--- src/lvte_consts.vh ---
// Constants shared by the LAN egress VLAN tag editor and its FCS engine.
// Assumes plain Verilog-2005 includes by bare file name.
`ifndef LVTE_CONSTS_VH
`define LVTE_CONSTS_VH

// ****************************************
// Tag operation codes
// ****************************************
`define LVTE_OP_KEEP     2'h0
`define LVTE_OP_ADD      2'h1
`define LVTE_OP_REMOVE   2'h2
`define LVTE_OP_REWRITE  2'h3

// ****************************************
// Frame layout and tag values
// ****************************************
`define LVTE_TAG_POS     4'hC
`define LVTE_BODY_POS    4'hE
`define LVTE_TPID_C      16'h8100
`define LVTE_TPID_S      16'h88A8
`define LVTE_VID_MAX     12'hFFE

// ****************************************
// Configuration reset values
// ****************************************
`define LVTE_RST_OP      2'h0
`define LVTE_RST_PKEEP   1'h1
`define LVTE_RST_PCP     3'h0
`define LVTE_RST_VID     12'h000

// ****************************************
// Frame check sequence
// ****************************************
`define LVTE_CRC_POLY    32'hEDB88320
`define LVTE_CRC_INIT    32'hFFFFFFFF
`define LVTE_FCS_LAST    2'h3

`endif

--- src/lvte_crc32.v ---
// Running Ethernet CRC-32 over the transmitted byte stream.
// Assumes bytes arrive one per enabled cycle, first byte flagged by init.
`timescale 1ns/1ps
`include "lvte_consts.vh"

module lvte_crc32 (
  // Clock and reset
  input  wire        sys_clk,
  input  wire        rst_n,
  input  wire        ce,
  // Byte feed
  input  wire        en,
  input  wire        init,
  input  wire [7:0]  data,
  // Running remainder
  output reg  [31:0] crc_reg
);

  // ****************************************
  // Bitwise reflected update
  // ****************************************
  function [31:0] crc_byte;
    input [31:0] c;
    input [7:0]  d;
    integer      i;
    reg   [31:0] r;
    begin
      r = c ^ {24'h000000, d};
      for (i = 0; i < 8; i = i + 1) begin
        r = r[0] ? ((r >> 1) ^ `LVTE_CRC_POLY) : (r >> 1);
      end
      crc_byte = r;
    end
  endfunction

  // Restart on the first byte so no stale remainder leaks between frames
  always @(posedge sys_clk or negedge rst_n) begin
    if (!rst_n) begin
      crc_reg <= `LVTE_CRC_INIT;
    end else if (ce && en) begin
      crc_reg <= crc_byte(init ? `LVTE_CRC_INIT : crc_reg, data);
    end
  end

endmodule // lvte_crc32

--- src/lvte_tag_editor.v ---
// Per-port VLAN tag editor for frames leaving through four LAN ports.
// Assumes input frames come without FCS, one byte per accepted cycle;
// the link side takes every output byte (no output back-pressure).
`timescale 1ns/1ps
`include "lvte_consts.vh"

// What this block does
// - Each of four ports keeps its own operation, priority and VLAN identifier.
// - Keep operation forwards tag fields exactly as received.
// - Add inserts configured tag into untagged frames only; tagged frames pass.
// - Remove strips the single outer tag; untagged frames pass unaltered.
// - Rewrite overwrites outer tag VLAN identifier and priority with configured values.
// - Priority is keep-existing or 0 to 7, used when adding or rewriting.
// - VLAN identifier accepts 0 through 4094; larger writes are refused.
module lvte_tag_editor #(
  parameter PORTS = 4
) (
  // Clock, reset, enable
  input  wire                 sys_clk,
  input  wire                 rst_n,
  input  wire                 ce,
  // Port configuration write
  input  wire                 cfg_wr,
  input  wire [1:0]           cfg_port,
  input  wire [1:0]           cfg_op,
  input  wire                 cfg_pkeep,
  input  wire [2:0]           cfg_pcp,
  input  wire [11:0]          cfg_vid,
  output reg                  cfg_reject_reg,
  // Frame input from switching fabric
  input  wire                 in_valid,
  input  wire [7:0]           in_data,
  input  wire                 in_sop,
  input  wire                 in_eop,
  input  wire [1:0]           in_port,
  input  wire                 in_down,
  output reg                  in_ready_reg,
  // Frame output toward LAN port
  output reg                  out_valid_reg,
  output reg  [7:0]           out_data_reg,
  output reg                  out_sop_reg,
  output reg                  out_eop_reg,
  output reg  [1:0]           out_port_reg
);

  // ****************************************
  // States and helpers
  // ****************************************
  localparam [2:0] ST_DATA  = 3'b001;
  localparam [2:0] ST_QUEUE = 3'b010;
  localparam [2:0] ST_FCS   = 3'b100;

  // Tag protocol identifiers of a customer or service tag
  function is_tag;
    input [15:0] t;
    begin
      is_tag = (t == `LVTE_TPID_C) || (t == `LVTE_TPID_S);
    end
  endfunction

  // Upper tag control byte: priority, drop bit, high VID nibble
  function [7:0] tci_hi;
    input       pkeep;
    input [2:0] pcp;
    input [2:0] old_pcp;
    input       dei;
    input [11:0] vid;
    begin
      tci_hi = {(pkeep ? old_pcp : pcp), dei, vid[11:8]};
    end
  endfunction

  // ****************************************
  // Per-port configuration
  // ****************************************
  reg [2*PORTS-1:0]  op_reg;
  reg [PORTS-1:0]    pkeep_reg;
  reg [3*PORTS-1:0]  pcp_reg;
  reg [12*PORTS-1:0] vid_reg;
  integer            k;

  // Out-of-range identifiers are dropped whole so a port never runs half-written
  always @(posedge sys_clk or negedge rst_n) begin
    if (!rst_n) begin
      for (k = 0; k < PORTS; k = k + 1) begin
        op_reg[2*k +: 2]   <= `LVTE_RST_OP;
        pkeep_reg[k]       <= `LVTE_RST_PKEEP;
        pcp_reg[3*k +: 3]  <= `LVTE_RST_PCP;
        vid_reg[12*k +: 12] <= `LVTE_RST_VID;
      end
      cfg_reject_reg <= 1'b0;
    end else if (ce) begin
      cfg_reject_reg <= cfg_wr && (cfg_vid > `LVTE_VID_MAX);
      if (cfg_wr && (cfg_vid <= `LVTE_VID_MAX)) begin
        op_reg[2*cfg_port +: 2]    <= cfg_op;
        pkeep_reg[cfg_port]        <= cfg_pkeep;
        pcp_reg[3*cfg_port +: 3]   <= cfg_pcp;
        vid_reg[12*cfg_port +: 12] <= cfg_vid;
      end
    end
  end

  // ****************************************
  // Frame state
  // ****************************************
  reg [2:0]  st_reg,    st_next;
  reg [47:0] q_reg,     q_next;
  reg [2:0]  qcnt_reg,  qcnt_next;
  reg [3:0]  pos_reg,   pos_next;
  reg [1:0]  skip_reg,  skip_next;
  reg [1:0]  rmk_reg,   rmk_next;
  reg [1:0]  fidx_reg,  fidx_next;
  reg        fpend_reg, fpend_next;
  reg [7:0]  hold_reg,  hold_next;
  reg [1:0]  f_op_reg,  f_op_next;
  reg        f_pk_reg,  f_pk_next;
  reg [2:0]  f_pcp_reg, f_pcp_next;
  reg [11:0] f_vid_reg, f_vid_next;
  reg [1:0]  f_port_reg, f_port_next;
  reg        o_v, o_sop, o_eop;
  reg [7:0]  o_d;
  reg [3:0]  p;
  reg [1:0]  op;
  wire [31:0] crc_w;
  wire        acc = in_valid && in_ready_reg;

  // Next-state and output byte selection
  always @* begin
    st_next = st_reg;      q_next = q_reg;          qcnt_next = qcnt_reg;
    pos_next = pos_reg;    skip_next = skip_reg;    rmk_next = rmk_reg;
    fidx_next = fidx_reg;  fpend_next = fpend_reg;  hold_next = hold_reg;
    f_op_next = f_op_reg;  f_pk_next = f_pk_reg;    f_pcp_next = f_pcp_reg;
    f_vid_next = f_vid_reg; f_port_next = f_port_reg;
    o_v = 1'b0; o_d = 8'h00; o_sop = 1'b0; o_eop = 1'b0;
    p = in_sop ? 4'h0 : pos_reg;
    op = in_sop ? op_reg[2*in_port +: 2] : f_op_reg;
    case (st_reg)
      ST_QUEUE: begin
        o_v = 1'b1;
        o_d = q_reg[47:40];
        q_next = {q_reg[39:0], 8'h00};
        qcnt_next = qcnt_reg - 3'h1;
        if (qcnt_reg == 3'h1) begin
          st_next = fpend_reg ? ST_FCS : ST_DATA;
        end
      end
      ST_FCS: begin
        o_v = 1'b1;
        o_d = ~crc_w[8*fidx_reg +: 8];
        o_eop = (fidx_reg == `LVTE_FCS_LAST);
        fidx_next = fidx_reg + 2'h1;
        if (o_eop) begin
          fpend_next = 1'b0;
          st_next = ST_DATA;
        end
      end
      ST_DATA: begin
        if (acc) begin
          if (in_sop) begin
            // Upstream frames are forced to keep so nothing edits them
            f_op_next   = in_down ? op_reg[2*in_port +: 2] : `LVTE_OP_KEEP;
            op          = f_op_next;
            f_pk_next   = pkeep_reg[in_port];
            f_pcp_next  = pcp_reg[3*in_port +: 3];
            f_vid_next  = vid_reg[12*in_port +: 12];
            f_port_next = in_port;
            skip_next = 2'h0;
            rmk_next = 2'h0;
          end
          pos_next = (p == `LVTE_BODY_POS) ? p : p + 4'h1;
          if (p < `LVTE_TAG_POS || (p == `LVTE_TAG_POS && in_eop)) begin
            o_v = 1'b1; o_d = in_data; o_sop = in_sop;
          end else if (p == `LVTE_TAG_POS) begin
            hold_next = in_data;                     // Wait for full type field
          end else if (p == `LVTE_TAG_POS + 4'h1) begin
            st_next = ST_QUEUE;
            qcnt_next = 3'h2;
            q_next = {hold_reg, in_data, 32'h00000000};
            if (op == `LVTE_OP_ADD && !is_tag({hold_reg, in_data})) begin
              qcnt_next = 3'h6;
              q_next = {`LVTE_TPID_C,
                        tci_hi(f_pk_reg, f_pcp_reg, 3'h0, 1'b0, f_vid_reg),
                        f_vid_reg[7:0], hold_reg, in_data};
            end else if (op == `LVTE_OP_REMOVE && is_tag({hold_reg, in_data})) begin
              st_next = ST_DATA;
              qcnt_next = 3'h0;
              skip_next = 2'h2;
            end else if (op == `LVTE_OP_REWRITE && is_tag({hold_reg, in_data})) begin
              rmk_next = 2'h2;
            end
          end else if (skip_reg != 2'h0) begin
            skip_next = skip_reg - 2'h1;             // Outer control word dropped
          end else if (rmk_reg == 2'h2) begin
            o_v = 1'b1;
            o_d = tci_hi(f_pk_reg, f_pcp_reg, in_data[7:5], in_data[4], f_vid_reg);
            rmk_next = 2'h1;
          end else if (rmk_reg == 2'h1) begin
            o_v = 1'b1; o_d = f_vid_reg[7:0];
            rmk_next = 2'h0;
          end else begin
            o_v = 1'b1; o_d = in_data;
          end
          if (in_eop) begin
            // Always append a fresh check sequence for the bytes really sent
            fpend_next = 1'b1;
            fidx_next = 2'h0;
            skip_next = 2'h0;
            rmk_next = 2'h0;
            if (st_next == ST_DATA) begin
              st_next = ST_FCS;
            end
          end
        end
      end
      default: begin
        st_next = ST_DATA;
      end
    endcase
  end

  // ****************************************
  // Registers and outputs
  // ****************************************
  // Ready is registered, so it looks one cycle ahead at the queue and FCS
  always @(posedge sys_clk or negedge rst_n) begin
    if (!rst_n) begin
      st_reg <= ST_DATA;   q_reg <= 48'h000000000000;  qcnt_reg <= 3'h0;
      pos_reg <= 4'h0;     skip_reg <= 2'h0;           rmk_reg <= 2'h0;
      fidx_reg <= 2'h0;    fpend_reg <= 1'b0;          hold_reg <= 8'h00;
      f_op_reg <= `LVTE_OP_KEEP; f_pk_reg <= 1'b1;     f_pcp_reg <= 3'h0;
      f_vid_reg <= 12'h000; f_port_reg <= 2'h0;
      in_ready_reg <= 1'b0;
      out_valid_reg <= 1'b0; out_data_reg <= 8'h00;
      out_sop_reg <= 1'b0;   out_eop_reg <= 1'b0;   out_port_reg <= 2'h0;
    end else if (ce) begin
      st_reg <= st_next;   q_reg <= q_next;            qcnt_reg <= qcnt_next;
      pos_reg <= pos_next; skip_reg <= skip_next;      rmk_reg <= rmk_next;
      fidx_reg <= fidx_next; fpend_reg <= fpend_next;  hold_reg <= hold_next;
      f_op_reg <= f_op_next; f_pk_reg <= f_pk_next;    f_pcp_reg <= f_pcp_next;
      f_vid_reg <= f_vid_next; f_port_reg <= f_port_next;
      in_ready_reg <= (st_next == ST_DATA);
      out_valid_reg <= o_v;
      out_data_reg <= o_d;
      out_sop_reg <= o_sop;
      out_eop_reg <= o_eop;
      out_port_reg <= f_port_next;
    end
  end

  // ****************************************
  // Check sequence over the outgoing bytes
  // ****************************************
  lvte_crc32 u_crc (
    .sys_clk (sys_clk),
    .rst_n   (rst_n),
    .ce      (ce),
    .en      (o_v && (st_reg != ST_FCS)),
    .init    (o_sop),
    .data    (o_d),
    .crc_reg (crc_w)
  );

endmodule // lvte_tag_editor

--- config.mk ---
export PLATFORM = sky130hd
export DESIGN_NAME = lvte_tag_editor
export DESIGN_NICKNAME = d
export VERILOG_FILES = /design/src/lvte_crc32.v /design/src/lvte_tag_editor.v
export VERILOG_INCLUDE_DIRS = /design/src /design/src/src
export SDC_FILE = /design/constraint.sdc
export NUM_CORES = 1
export LEC_CHECK = 0
export BUFFER_PORTS_ARGS = -buffer_cell sky130_fd_sc_hd__buf_2
export CORE_ASPECT_RATIO = 0.75
export CORE_MARGIN = 2
export CORE_UTILIZATION = 50
export DETAILED_ROUTE_END_ITERATION = 10
export PLACE_DENSITY = 0.78
export SLEW_MARGIN = 5
export SYNTH_ARGS = -nofsm -noshare
export SYNTH_HDL_FRONTEND = slang
export SYNTH_SLANG_ARGS = --single-unit
--- constraint.sdc ---
create_clock -name sys_clk -period 3.6 [get_ports sys_clk]
set_input_delay 0.54 -clock sys_clk [delete_from_list [all_inputs] [get_ports sys_clk]]
set_output_delay 0.54 -clock sys_clk [all_outputs]
set_load 0.01 [all_outputs]
==> metrics.md <==
| Metric | Value |
|---|---|
| Status | `finished clean` |
| Ranking of synthesized cells by area | `dfrtp_1 38%, dfstp_2 8.7%, nand2_1 7.3%` |
| First-pass GRT wire length | `49800 µm` |
| Cell Area, Synth | `11400 µm²` |
| Die X | `178 µm` |
| Post-Layout Cell Count | `1547` |
| Layout cells sized above 1 | `21.0%` |
| Setup-failing EPs final | `0` |
| Worst endpoint required time | `4030 ps` |
| Syn nets | `1245` |
| PwrDens | `786 nW/µm²` |
| Vias in the first global route | `8971` |
| Met2 global-route usage | `35.4%` |
| Antenna fix cells | `0` |
| Yosys reg bits | `210` |
| Post-layout util | `57.9%` |
| Placed cell areas | `12200 µm²` |
| Clk slew on worst S/H paths | `70 ps` |
| Int Power | `0.00652 W` |
| Switching Fraction | `35.6%` |
| Power share of the sequential group | `35.2%` |
| FFs w/ async S/R, synth | `100%` |
| Setup tns final | `0 ps` |
| CTS Buf Count | `23` |
| Routed WL per cell | `19.7 µm` |
| Initial DRT Pass Iterations | `6` |
| Main synth FF type | `dfrtp_1` |
| Slew @ Worst Pin | `954 ps` |
| Via/cell ratio | `6.16` |
| NetSw | `0.00360 W` |
| Most common library cells after synthesis | `221 x nand2_1, 172 x dfrtp_1, 112 x nor2_1` |
| Mean area per synthesized cell | `9.57 µm²` |
| CTS Hold Buffers Added | `0` |
| WL final | `30500 µm` |
| Comb power frac | `42.8%` |
| Routability cong. | `0.955` |
| CP Class | `flip-flop to flip-flop` |
| Number of flops mapped to enable cells by yosys | `0` |
| Met1 usage | `42.1%` |
| Final HPWL DP | `21400 µm` |
| Tmin final | `3340 ps` |
| Worst R2R Setup Slack | `260 ps` |
| Synth area leader | `dfrtp_1` |
| Initial antenna violation count | `0` |
| Max_cap viols | `0` |
| CP max stage delay | `610 ps` |
| Starting density of the core | `51.3%` |
| RSZ-0062 raised after global routing | `no` |
| LEAKAGE | `5.56 nW` |
| DP Cell Count | `1506` |
| CTS root buffer | `clkbuf_16` |
| GR peak layer | `met1` |
| CP Capture Type | `flip-flop` |
| Clk_lat worst skew | `510 ps` |
| Met3 Usage GRT | `7.46%` |
| Netlist cell types | `70` |
| IO Pins | `53` |
| I/O Buffers | `52` |
| Clock power share | `22.0%` |
| Clock sink count | `210` |
| Crit-path cells | `nand2_2 > inv_1 > ha_2 > or4_4 > o311ai_1 > o2111a_1 > o221ai_2 > xnor2_2 > buf_4 > xnor3_1 > o21ai_0` |
| Via count | `9529` |
| Post-synth top area share | `37.7%` |
| Worst-path fanout max | `10` |
| # rows | `47` |
| Post-route cell area | `12900 µm²` |
| H-tree Lvls | `1` |
| Clock Path Buffers | `3` |
| Hold WC Path Type | `input port to async pin` |
| Core area | `22200 µm²` |
| Fmax | `0.300 GHz` |
| Crit path buf inv count | `2` |
| Antenna Nets Post-Route | `0` |
| Drt initial violations | `1077` |
| Die area | `24100 µm²` |
| Hold Vio Cnt, Final | `0` |
| Crit path launch type | `flip-flop` |
| Top-count cell post-synth | `nand2_1` |
| Mapped Cells | `1192` |
| Slew headroom | `36.3%` |
| CTS tree | `done` |
| Period utilisation layout | `92.6%` |
| DRC viols | `0` |
| Seq/Total Area, Yosys | `46.5%` |
| CP max stage cell | `or4_4` |
| Largest delay contributor family on the critical path | `compound AO/OA/AOI/OAI gates` |
| Critical Path AT | `3760 ps` |
| Total grt overflow | `0` |
| Tot GR Track Use | `26.4%` |
| Max VDD drop | `0.000510 V` |
| PostCTS Resize Cnt | `0` |
| Synthesis warning total | `0` |
| Largest net degree at the start of global routing | `89` |
| Post-CTS setup buffers | `0` |
| Max Transition Viols Final | `0` |
| Area Overhead vs Synth | `12.9%` |
| Die Span Y | `135 µm` |
| Setup Skew | `20.1 ps` |
| Nets | `1290` |
-- per-stage QoR --
stage	hold slack, ps	total power (W)	setup WS, ps
after global routing	156	0.0107	55.8
after CTS	136	0.0101	272
after detailed placement	460	0.00784	23.0
final	109	0.0101	265
after floorplan	244	0.00667	40.0
after global placement	453	0.00772	143
-- layout by cell type, fill, tap and decap left out, drive strengths merged, types with 6 or more instances in the layout --
master	count
nor3	11
clkinv	8
a22oi	11
dfstp	38
a31oi	42
clkbuf	32
o2bb2ai	7
nand2	221
and3	6
a21oi	28
o21ai	101
buf	106
xnor3	6
mux2	34
nor3b	16
nor2	112
or3	8
o21bai	6
nor4	9
inv	15
ha	15
mux4	26
o31ai	20
nand3	64
xor2	18
dfrtp	172
xnor2	38
-- power by group through the flow --
stage | combinational, W | sequential, W | clock [W]
2_1_floorplan | 0.00329 | 0.00338 | 0
3_3_place_gp | 0.00417 | 0.00354 | 0
3_5_place_dp | 0.00427 | 0.00357 | 0
4_1_cts | 0.00431 | 0.00354 | 0.00225
5_1_grt | 0.00473 | 0.00363 | 0.00236
6_report | 0.00433 | 0.00356 | 0.00223
-- routing by layer --
metal	share of wire [%]	wire, µm	vias to the layer above
li1	-	-	4297
met1	46	14100	4694
met2	41	12400	480
met3	11	3360	58
met4	2.2	658	0
met5	0	0	-
-- kinds of logic after synthesis --
group | count (synthesis) | synth area share [%]
compound gates | 256 | 14.3
xor+xnor | 65 | 6.48
fa+ha+maj | 15 | 1.64
buf+inv | 103 | 3.72
flops | 210 | 46.5
mux | 61 | 8.57
simple gates | 482 | 18.8
-- final cells by class --
| class | count | area (µm²) |
|---|---|---|
| Clock buffer | 31 | 646 |
| Clock inverter | 10 | 61.3 |
| Sequential cell | 210 | 5300 |
| Multi-Input combinational cell | 879 | 5730 |
| Tap cell | 294 | 368 |
| Inverter | 16 | 65.1 |
| Timing Repair Buffer | 107 | 707 |
| Fill cell | 1864 | 9350 |
-- final timing paths --
kind                                   from                 to  cells past startpoint
worst min register to register  vid_reg[29]        vid_reg[29]                      2
max in group asynchronous             rst_n           f_pk_reg                      2
worst max register to register   pos_reg[0]  u_crc.crc_reg[18]                     11
min in group sys_clk                in_down        f_op_reg[1]                      3
worst min-delay path                  rst_n         vid_reg[2]                      1
worst max-delay path             pos_reg[0]  u_crc.crc_reg[18]                     11
Note: power is estimated with default switching activity, not from simulation.
